===== config.mk =====
export PLATFORM = sky130hd
export DESIGN_NAME = cgpll_top
export DESIGN_NICKNAME = d
export VERILOG_FILES = /design/src/cgpll_pkg.sv /design/src/cgpll_div.sv /design/src/cgpll_sel.sv /design/src/cgpll_top.sv
export SDC_FILE = /design/constraint.sdc
export NUM_CORES = 1
export LEC_CHECK = 0
export BUFFER_PORTS_ARGS = -buffer_cell sky130_fd_sc_hd__buf_2
export CORE_MARGIN = 2
export CORE_UTILIZATION = 51
export DETAILED_ROUTE_END_ITERATION = 6
export PLACE_DENSITY_LB_ADDON = 0.08
export SLEW_MARGIN = 20
export SYNTH_ARGS = -nofsm -noshare
export SYNTH_HDL_FRONTEND = slang
export SYNTH_HIERARCHICAL = 1
export SYNTH_SLANG_ARGS = --single-unit
export TNS_END_PERCENT = 5

===== constraint.sdc =====
create_clock -name core_clk_in -period 2.65 [get_ports core_clk_in]
set_input_delay 0.53 -clock core_clk_in [delete_from_list [all_inputs] [get_ports core_clk_in]]
set_output_delay 0.53 -clock core_clk_in [all_outputs]
set_load 0.02 [all_outputs]

===== src/cgpll_pkg.sv =====
`default_nettype none
package cgpll_pkg;
	localparam int N_W = 4;
	localparam int L_W = 4;
	localparam logic [3:0] N_RST = 4'h1;
	localparam logic [3:0] L_RST = 4'h0;
	// nominal vco centre step in khz
	localparam int F_NOM_KHZ = 4915;
	localparam int SWITCH_CYC = 3;
	// lock window: reference periods counted per measurement, tolerances in feedback edges
	localparam int MEAS_REFS = 16;
	localparam int LOCK_TOL = 1;
	localparam int TRK_TOL = 2;
	typedef enum logic [1:0] {
		CGPLL_MODE_ACQ = 2'b01,
		CGPLL_MODE_TRK = 2'b10
	} cgpll_mode_t;
endpackage
`default_nettype wire


===== src/cgpll_div.sv =====
`default_nettype none
// modulo divider: one tick every n input ticks; n of zero acts as one
module cgpll_div #(
	parameter int W = 4
) (
	input wire logic core_clk_in,
	input wire logic rst_in,
	input wire logic ce_in,
	input wire logic tick_in,
	input wire logic [W-1:0] n_in,
	output logic tick_out
);
	logic [W-1:0] cnt_r;
	logic [W-1:0] n_eff;
	logic wrap;
	assign n_eff = (n_in == '0) ? W'(1) : n_in;
	assign wrap = tick_in && (cnt_r >= n_eff - W'(1));
	always_ff @(posedge core_clk_in) begin
		if (rst_in) begin
			cnt_r <= '0;
			tick_out <= 1'b0;
		end else if (ce_in) begin
			tick_out <= wrap;
			if (wrap)
				cnt_r <= '0;
			else if (tick_in)
				cnt_r <= cnt_r + W'(1);
		end
	end
endmodule
`default_nettype wire


===== src/cgpll_sel.sv =====
`default_nettype none
// glitch-free source switch: holds output static while waiting on the crystal clock, and on the vco clock too when selecting it
module cgpll_sel (
	input wire logic core_clk_in,
	input wire logic rst_in,
	input wire logic ce_in,
	input wire logic xtal_tick_in,
	input wire logic vco_tick_in,
	input wire logic sel_vco_in,
	output logic base_clock_out,
	output logic active_vco_out,
	output logic busy_out
);
	logic [1:0] xcnt_r;
	logic [1:0] vcnt_r;
	logic src_tick;
	logic done;
	assign busy_out = (sel_vco_in != active_vco_out);
	assign src_tick = active_vco_out ? vco_tick_in : xtal_tick_in;
	assign done = (xcnt_r == 2'(cgpll_pkg::SWITCH_CYC)) && (vcnt_r == 2'(cgpll_pkg::SWITCH_CYC));
	always_ff @(posedge core_clk_in) begin
		if (rst_in) begin
			xcnt_r <= '0;
			vcnt_r <= '0;
			active_vco_out <= 1'b0;
			base_clock_out <= 1'b0;
		end else if (ce_in) begin
			if (busy_out) begin
				if (xtal_tick_in && xcnt_r != 2'(cgpll_pkg::SWITCH_CYC))
					xcnt_r <= xcnt_r + 2'h1;
				if (vco_tick_in && vcnt_r != 2'(cgpll_pkg::SWITCH_CYC))
					vcnt_r <= vcnt_r + 2'h1;
				if (done || (!sel_vco_in && xcnt_r == 2'(cgpll_pkg::SWITCH_CYC))) begin
					active_vco_out <= sel_vco_in;
					xcnt_r <= '0;
					vcnt_r <= '0;
				end
			end else if (src_tick) begin
				base_clock_out <= ~base_clock_out;
			end
		end
	end
endmodule
`default_nettype wire


===== src/cgpll_top.sv =====
// Function
// - base clock is crystal or vco clock halved, software selects source.
// - crystal clock runs only while oscillator enable is high.
// - pll reference is buffered crystal clock, same rate as final reference.
// - vco clock divided by programmable n forms feedback clock.
// - phase detector emits up or down pulse from phase difference.
// - lock detector compares feedback and reference frequencies per reference window.
// - acquisition mode allows large corrections; mode flag reads clear.
// - tracking mode whenever not acquiring or mode flag set.
// - enter tracking once vco frequency nearly correct.
// - mode switch automatic or manual per bandwidth control.
// - interrupt on entering and leaving lock.
// - vco centre equals l times nominal step, range half to twice.
// - source switch waits three crystal ticks, plus three vco ticks when selecting vco, output held.
// - auto mode makes flag read-only; manual disables lock and interrupt.
// - n zero acts as one; l zero disables pll, forces crystal.
// - no vco select while off, no off while selected, no simultaneous change.
`default_nettype none
module cgpll_top #(
	parameter int N_W = cgpll_pkg::N_W,
	parameter int L_W = cgpll_pkg::L_W
) (
	input wire logic core_clk_in,
	input wire logic rst_in,
	input wire logic ce_in,
	input wire logic osc_enable_in,
	input wire logic osc_in_pin_in,
	input wire logic vco_clock_in,
	input wire logic wr_ctrl_in,
	input wire logic base_clock_select_in,
	input wire logic pll_power_on_in,
	input wire logic lock_irq_enable_in,
	input wire logic auto_bw_in,
	input wire logic acq_track_flag_in,
	input wire logic wr_prog_in,
	input wire logic [N_W-1:0] mul_n_in,
	input wire logic [L_W-1:0] lin_l_in,
	output logic osc_out_pin_out,
	output logic crystal_clock_out,
	output logic base_clock_out,
	output logic pll_ref_clock_out,
	output logic final_ref_clock_out,
	output logic vco_feedback_clock_out,
	output logic pump_up_out,
	output logic pump_dn_out,
	output logic [L_W+12:0] vco_centre_khz_out,
	output logic wide_bw_out,
	output logic base_clock_select_out,
	output logic pll_power_on_out,
	output logic acq_track_flag_out,
	output logic lock_out,
	output logic lock_irq_flag_out,
	output logic clock_gen_irq_out,
	output logic switch_busy_out
);
	// elaboration-time refusal of widths the 8-bit window counters cannot serve
	if (N_W < 1 || N_W > 8 || L_W < 1 || L_W > 8) begin : g_width_check
		$error("cgpll_top: divider widths out of range");
	end

	logic xtal_q_r;
	logic vco_q_r;
	logic bcs_r;
	logic pon_r;
	logic acq_r;
	logic lock_r;
	logic ie_r;
	logic irq_r;
	logic [N_W-1:0] n_r;
	logic [L_W-1:0] l_r;
	logic [7:0] win_r;
	logic [7:0] fb_cnt_r;
	logic lock_raw_r;
	logic trk_raw_r;
	logic up_r;
	logic dn_r;
	logic fb_tick;
	logic xtal_tick;
	logic vco_tick;
	logic vco_tick_raw;
	logic pll_en;
	logic sel_busy;
	logic sel_active;
	logic pon_chg;
	logic bcs_chg;
	logic win_end;
	logic [7:0] err;
	logic [7:0] fb_next;
	logic acq_nxt;
	logic lock_nxt;

	function automatic logic [7:0] absdiff(input logic [7:0] a, input logic [7:0] b);
		absdiff = (a > b) ? a - b : b - a;
	endfunction

	// crystal runs only when enabled
	assign crystal_clock_out = osc_in_pin_in & osc_enable_in;
	assign osc_out_pin_out = ~crystal_clock_out & osc_enable_in;
	assign pll_ref_clock_out = crystal_clock_out;
	assign final_ref_clock_out = pll_ref_clock_out;
	assign xtal_tick = osc_enable_in & osc_in_pin_in & ~xtal_q_r;
	assign pll_en = pon_r && (l_r != '0);
	assign vco_tick_raw = pll_en & vco_clock_in & ~vco_q_r;
	assign vco_tick = vco_tick_raw;
	assign fb_tick = vco_feedback_clock_out;
	assign pon_chg = pll_power_on_in != pon_r;
	assign bcs_chg = base_clock_select_in != bcs_r;
	assign vco_centre_khz_out = (L_W+13)'(l_r) * (L_W+13)'(cgpll_pkg::F_NOM_KHZ);
	assign wide_bw_out = !acq_r;
	assign base_clock_select_out = bcs_r;
	assign pll_power_on_out = pon_r;
	assign acq_track_flag_out = acq_r;
	assign lock_out = lock_r;
	assign lock_irq_flag_out = irq_r;
	assign clock_gen_irq_out = irq_r && ie_r && auto_bw_in;
	assign switch_busy_out = sel_busy;
	assign pump_up_out = up_r;
	assign pump_dn_out = dn_r;
	assign win_end = xtal_tick && (win_r == 8'(cgpll_pkg::MEAS_REFS - 1));
	assign fb_next = fb_cnt_r + (fb_tick ? 8'h01 : 8'h00);
	assign err = absdiff(fb_next, 8'(cgpll_pkg::MEAS_REFS));
	// lock, and tracking in auto mode, decided per measurement window; the first stage holds its own
	// value between windows so the synchronised copy does not pulse for one cycle
	assign lock_nxt = auto_bw_in && pll_en && win_end ? (err <= 8'(cgpll_pkg::LOCK_TOL))
		: (lock_raw_r && auto_bw_in && pll_en);
	assign acq_nxt = !pll_en ? 1'b0
		: auto_bw_in ? (win_end ? (err <= 8'(cgpll_pkg::TRK_TOL)) : trk_raw_r)
		: (wr_ctrl_in ? acq_track_flag_in : trk_raw_r);

	cgpll_div #(
		.W(N_W)
	) u_div (
		.core_clk_in(core_clk_in),
		.rst_in(rst_in),
		.ce_in(ce_in),
		.tick_in(vco_tick),
		.n_in(n_r),
		.tick_out(vco_feedback_clock_out)
	);

	cgpll_sel u_sel (
		.core_clk_in(core_clk_in),
		.rst_in(rst_in),
		.ce_in(ce_in),
		.xtal_tick_in(xtal_tick),
		.vco_tick_in(vco_tick),
		.sel_vco_in(bcs_r && pll_en),
		.base_clock_out(base_clock_out),
		.active_vco_out(sel_active),
		.busy_out(sel_busy)
	);

	always_ff @(posedge core_clk_in) begin
		if (rst_in) begin
			xtal_q_r <= 1'b0;
			vco_q_r <= 1'b0;
			up_r <= 1'b0;
			dn_r <= 1'b0;
		end else if (ce_in) begin
			xtal_q_r <= osc_enable_in & osc_in_pin_in;
			vco_q_r <= pll_en & vco_clock_in;
			// phase detector: set on own edge, both set cancels
			if (xtal_tick && fb_tick) begin
				up_r <= up_r;
				dn_r <= dn_r;
			end else if (up_r && dn_r) begin
				up_r <= 1'b0;
				dn_r <= 1'b0;
			end else begin
				up_r <= pll_en && (up_r ? !fb_tick : xtal_tick);
				dn_r <= pll_en && (dn_r ? !xtal_tick : fb_tick);
			end
		end
	end

	// control register with refusal of illegal writes
	always_ff @(posedge core_clk_in) begin
		if (rst_in) begin
			bcs_r <= 1'b0;
			pon_r <= 1'b1;
			ie_r <= 1'b0;
			n_r <= N_W'(cgpll_pkg::N_RST);
			l_r <= L_W'(cgpll_pkg::L_RST);
		end else if (ce_in) begin
			if (wr_ctrl_in) begin
				ie_r <= lock_irq_enable_in;
				if (!(pon_chg && bcs_chg)) begin
					if (!(pon_r && !pll_power_on_in && bcs_r))
						pon_r <= pll_power_on_in;
					if (!(base_clock_select_in && (!pon_r || l_r == '0)))
						bcs_r <= base_clock_select_in;
				end
			end else if (l_r == '0) begin
				bcs_r <= 1'b0;
			end
			if (wr_prog_in) begin
				n_r <= mul_n_in;
				l_r <= lin_l_in;
			end
		end
	end

	// lock detector state and lock-change flag
	always_ff @(posedge core_clk_in) begin
		if (rst_in) begin
			win_r <= '0;
			fb_cnt_r <= '0;
			lock_raw_r <= 1'b0;
			trk_raw_r <= 1'b0;
			acq_r <= 1'b0;
			lock_r <= 1'b0;
			irq_r <= 1'b0;
		end else if (ce_in) begin
			if (win_end) begin
				win_r <= '0;
				fb_cnt_r <= '0;
			end else begin
				if (xtal_tick)
					win_r <= win_r + 8'h01;
				fb_cnt_r <= fb_next;
			end
			lock_raw_r <= lock_nxt;
			trk_raw_r <= acq_nxt;
			lock_r <= lock_raw_r;
			acq_r <= trk_raw_r;
			if (auto_bw_in && lock_raw_r != lock_r)
				irq_r <= 1'b1;
			else if (wr_ctrl_in || !auto_bw_in)
				irq_r <= 1'b0;
		end
	end
endmodule
`default_nettype wire


Word level (Yosys, flattened, before mapping)
Cells that the tools add are included.

storage, ports and cells
  bits in registers = 47
  output and inout bits = 33
  word-level logic and storage cells = 144

cells by class
  add/sub/neg operators = 8
  multipliers = 1
  order comparisons = 4
  equality and inequality tests = 13
  muxes and demuxes = 28
  bitwise operators = 13
  reduce and logical (&&, ||, !) cells = 55

operator list
  cell                                                           number
  2-to-1 mux 8 bit                                               4
  logical AND 1 bit                                              23
  multiplier 4 x 13 -> 17 bit, second input constant             1
  2-to-1 mux 1 bit                                               17
  AND reduction 3 bit                                            5
  2-to-1 mux 4 bit                                               3
  AND reduction 2 bit                                            6
  nonzero test 2 bit                                             6
  adder 8 x 1 -> 8 bit                                           1
  adder 8 x 1 -> 8 bit, second input constant                    1
  == test 8 x 4 -> 1 bit, second input constant                  1
  greater-than comparator 8 x 5 -> 1 bit, second input constant  1
  <= comparator 8 x 1 -> 1 bit, second input constant            1
  <= comparator 8 x 2 -> 1 bit, second input constant            1
  logical NOT 4 bit                                              2
  2-to-1 mux 2 bit                                               4
  inequality test 2 bit, second input constant                   4
  inverter 1 bit                                                 8
  AND reduction 4 bit                                            2
  subtractor 5 x 8 -> 8 bit, first input constant                1
  subtractor 8 x 5 -> 8 bit, second input constant               1
  logical NOT 1 bit                                              7
  AND 1 bit                                                      5
  adder 2 x 1 -> 2 bit, second input constant                    2
  other kinds (9)                                                15

Longest topological paths before layout
  depth after elaboration = 8
  mapped depth = 11

By module
The synthesis kept the hierarchy.

by module, submodules not included
  module     instances  cells an instance  area each (sq um)  seq. area each (sq um)
  cgpll_top  1          291                2338.5             720.7
  cgpll_div  1          45                 367.9              100.1
  cgpll_sel  1          39                 357.8              120.1

Worst setup path before layout
No wires, ideal clock.

  path type = register to output
  from = register l_r[2]
  to = output vco_centre_khz_out[14]
  arrival = 2505 ps
  required time = 2120 ps
  path slack = -385 ps
  cell stages (with the launch flop) = 12
  path through = dfxtp_1 > inv_1 > ha_1 > ha_1 > or2_2 > ha_1 > a21oi_1 > nor2b_1 > a21oi_1 > o21bai_1 > a21oi_1 > xnor2_1

between the ends
  word-level cells in the longest chain between the ends = 1

RTL lines
  item                         RTL line          text
  from (decl)                  cgpll_top.sv:70   logic [L_W-1:0] l_r;
  from (signal assigned)       cgpll_top.sv:183  l_r <= L_W'(cgpll_pkg::L_RST);
  from (signal assigned)       cgpll_top.sv:198  l_r <= lin_l_in;
  multiplier 4 x 13 -> 17 bit  cgpll_top.sv:108  assign vco_centre_khz_out = (L_W+13)'(l_r) * (L_W+13)'(cgpll_pkg::F_NOM_KHZ);
  to (decl)                    cgpll_top.sv:46   output logic [L_W+12:0] vco_centre_khz_out,

No other way between the ends.

Final worst setup path
Same ends and word-level chain as after synthesis.

==> results.json <==
{
  "worst_slack_ns": -0.322,
  "vias": 2901,
  "r2r_start": "u_div/tick_out",
  "cts.clk_slew.worst_paths_ns": 0.08,
  "status": "finished, violations left",
  "cts_buffers": 5,
  "gr-total-overflow": 0,
  "slew_viol_final": 0,
  "hp-class": "reg2reg",
  "p_leak_nw": 1.68,
  "antenna_found_initial": 0,
  "dieArea_um2": 6640,
  "ctsLongestPathBuffers": 2,
  "power.density_nw_per_um2": 383,
  "insertion_delay_ns": 0.30,
  "fin_skew_ns": 0.0133,
  "drt_iter0_markers": 103,
  "crit_chain": "inv_4, ha_4, ha_4, or2_4, ha_4, a21oi_4, nor2b_2, a21oi_2, o21bai_1, a21oi_2, xnor2_2, buf_4",
  "final_area_um2": 3840,
  "cts_tree": "done",
  "period_share_pct": 112,
  "die_x_um": 81.5,
  "ios": 54,
  "core_area_um2": 5850,
  "drtPass1Iterations": 4,
  "synthesis.nets": 423,
  "hold_viol": 0,
  "rsz0062_at_grt": "true",
  "maxSlewHeadroom_pct": 66.1,
  "max_stage_delay_ns": 0.37,
  "regArea_um2": 950,
  "async_flop_share_pct": 0,
  "drive_gt1_share_pct": 29.9,
  "cp_max_fo": 2,
  "fp.dieH_um": 81.5,
  "ant_nets": 0,
  "post_drt_wl_per_cell_um": 13.9,
  "syn_inst": 375,
  "synth-seq-cells": 47,
  "avgSynthCellArea_um2": 8.17,
  "cpMaxStageDelayCell": "dfxtp_4",
  "root_buffer": "clkbuf_8",
  "worstSetupEndpointType": "output pin",
  "worstMarginPinSlew_ns": 0.505,
  "criticalPathCategory": "reg2out",
  "htree_num_levels": 2,
  "final.fill_count": 487,
  "ir_worst_vdd_uv": 272,
  "grt_usage_pct": 21.5,
  "grt_pass1_wl_um": 11200,
  "post_drt_via_cell_ratio": 5.58,
  "antenna_cells": 0,
  "yosys.cell_types.count": 63,
  "setup_viol_count_final": 11,
  "io_buffers": 53,
  "crit_path_start_kind": "register",
  "cap_violations": 0,
  "synth-edff-count": 0,
  "grt_max_degree": 23,
  "dpl-instance-area_um2": 3550,
  "yosysWarnings": 6,
  "grt_pass1_vias": 2543,
  "period_minus_slack_ns": 2.97,
  "globalplace.congestion": 0.820,
  "mostFrequentLayoutCells": "nand2_1, dfxtp_1, buf_2, a21oi_1, nor2_1",
  "cp_data_required_time_ns": 2.12,
  "wl_um": 7220,
  "fp-row-count": 28,
  "crit_start": "l_r[2]",
  "area_delta_synth_final_pct": 25.3,
  "crit_top_cell": "ha_4",
  "min_from": "ie_r",
  "ys.flop_type": "dfxtp_1",
  "clock-sinks": 47,
  "dp_hpwl_um": 5190,
  "clock.fmax_mhz": 336,
  "drc": 0,
  "cp.arrival_ns": 2.44,
  "synthesis.area_um2": 3060,
  "violations": "negative setup slack",
  "nNetsFinal": 492,
  "pre_cts_ws_ns": -0.121,
  "start_util_pct": 52.4,
  "ys_seq_area_share_pct": 30.7,
  "multi_input_area_um2": 2180
}
[critical path, delay by kind of cell, from the launching register on]
family / cells / cell delay, ns
AO/OA/AOI/OAI: 4 / 0.60
adder cells (fa/ha/maj): 3 / 0.53
flip-flops: 1 / 0.37
AND/OR/NAND/NOR: 2 / 0.31
buffers and inverters: 2 / 0.19
XOR/XNOR: 1 / 0.13
[per-stage QoR]
step                      utilization (%)  std cells  setup TNS [ns]  hold slack, ns  total power, mW
after CTS                            63.8        520           -1.66           0.463             1.47
final                                65.6        520           -1.75           0.463             1.47
after global placement               60.6        509         -0.0532           0.441             1.02
after floorplan                         -        375         -0.0727           0.432            0.932
after global routing                 65.6        520           -2.64           0.466             1.55
after detailed placement             60.6        509          -0.147           0.452             1.02
[cell families (layout without fill, tap and decap cells)]
family                   count (synthesis)  count (layout)  share of synthesized area, %
AND/OR/NAND/NOR                        147             147                          24.2
adder cells (fa/ha/maj)                 27              27                          11.0
buffers and inverters                   27              97                          3.80
flip-flops                              47              47                          30.7
AO/OA/AOI/OAI                           91              91                          19.2
multiplexers                             8               8                          2.86
XOR/XNOR                                28              28                          8.25
[routing by layer]
layer  global-route usage [%]  wire length [um]
met5                        0                 0
met4                     5.59                83
met3                     4.40               283
met2                     37.7              3520
met1                     26.7              3330
[synth_stat cells, types with 2 or more instances]
cell type  number  area, um^2
inv_2           3        11.3
or3b_2          2        17.5
o211ai_1        3        22.5
xnor2_1        13         114
a21o_1          2        15.0
or3_1           3        18.8
nor3_1          8        40.0
a21oi_2         2        17.5
xor2_1         14         123
o21ai_0        10        50.1
and3_1          3        18.8
a211o_1         3        26.3
a31oi_1         3        18.8
a21oi_1        38         190
buf_4           4        30.0
nand4_1         3        18.8
nor3b_1         3        22.5
ha_1           27         338
o21ai_1         6        30.0
and2_1          2        12.5
dfxtp_1        47         941
nand2_1        45         169
mux2i_1         5        50.1
nand3_1        26         130
nand2b_1        2        12.5
inv_1          11        41.3
o21bai_1        2        15.0
clkbuf_1        8        30.0
mux2_2          2        22.5
o31ai_1         4        30.0
nor2b_1         5        31.3
nor2_1         32         120
a211oi_1        2        15.0
a22oi_1         2        15.0
and3_4          2        22.5
[where the power goes]
part           internal, mW  leakage, nW  switching (mW)  total [mW]
clock network         0.185       0.0445           0.246       0.431
registers             0.719        0.382          0.0161       0.735
logic                 0.129         1.25           0.178       0.307
total                  1.03         1.68           0.440        1.47
[state kept, by name (all words and copies together) (netlist names)]
signal / count
fb_cnt_r: 8
win_r: 8
l_r: 4
n_r: 4
u_div/cnt_r: 4
u_sel/vcnt_r: 2
u_sel/xcnt_r: 2
acq_track_flag_out: 1
base_clock_select_out: 1
ie_r: 1
lock_irq_flag_out: 1
lock_out: 1
lock_raw_r: 1
pll_power_on_out: 1
pump_dn_out: 1
pump_up_out: 1
trk_raw_r: 1
u_div/tick_out: 1
u_sel/active_vco_out: 1
u_sel/base_clock_out: 1
vco_q_r: 1
xtal_q_r: 1
[layout make-up]
class / instances / area share, %
Sequential cell: 47 / 24.7
Clock inverter: 3 / 0.489
Multi-Input combinational cell: 301 / 56.9
Tap cell: 75 / 2.44
Clock buffer: 5 / 1.79
Inverter: 14 / 1.43
Timing Repair Buffer: 75 / 12.2
[path summary, 6_finish.rpt]
kind	slack [ns]	cells after the start	to
setup / recovery	-0.32	12	vco_centre_khz_out[14]
hold / removal	0.46	2	ie_r
setup reg to reg	0.36	9	trk_raw_r
hold reg to reg	0.46	2	ie_r
[timing repair]
action,in CTS,in global routing
endpoints found under the setup margin,13,13
pin swaps,9,5
hold buffers,0,0
resized for setup,18,24
setup buffers,3,0
No activity file was read; power rests on OpenSTA's default activity.
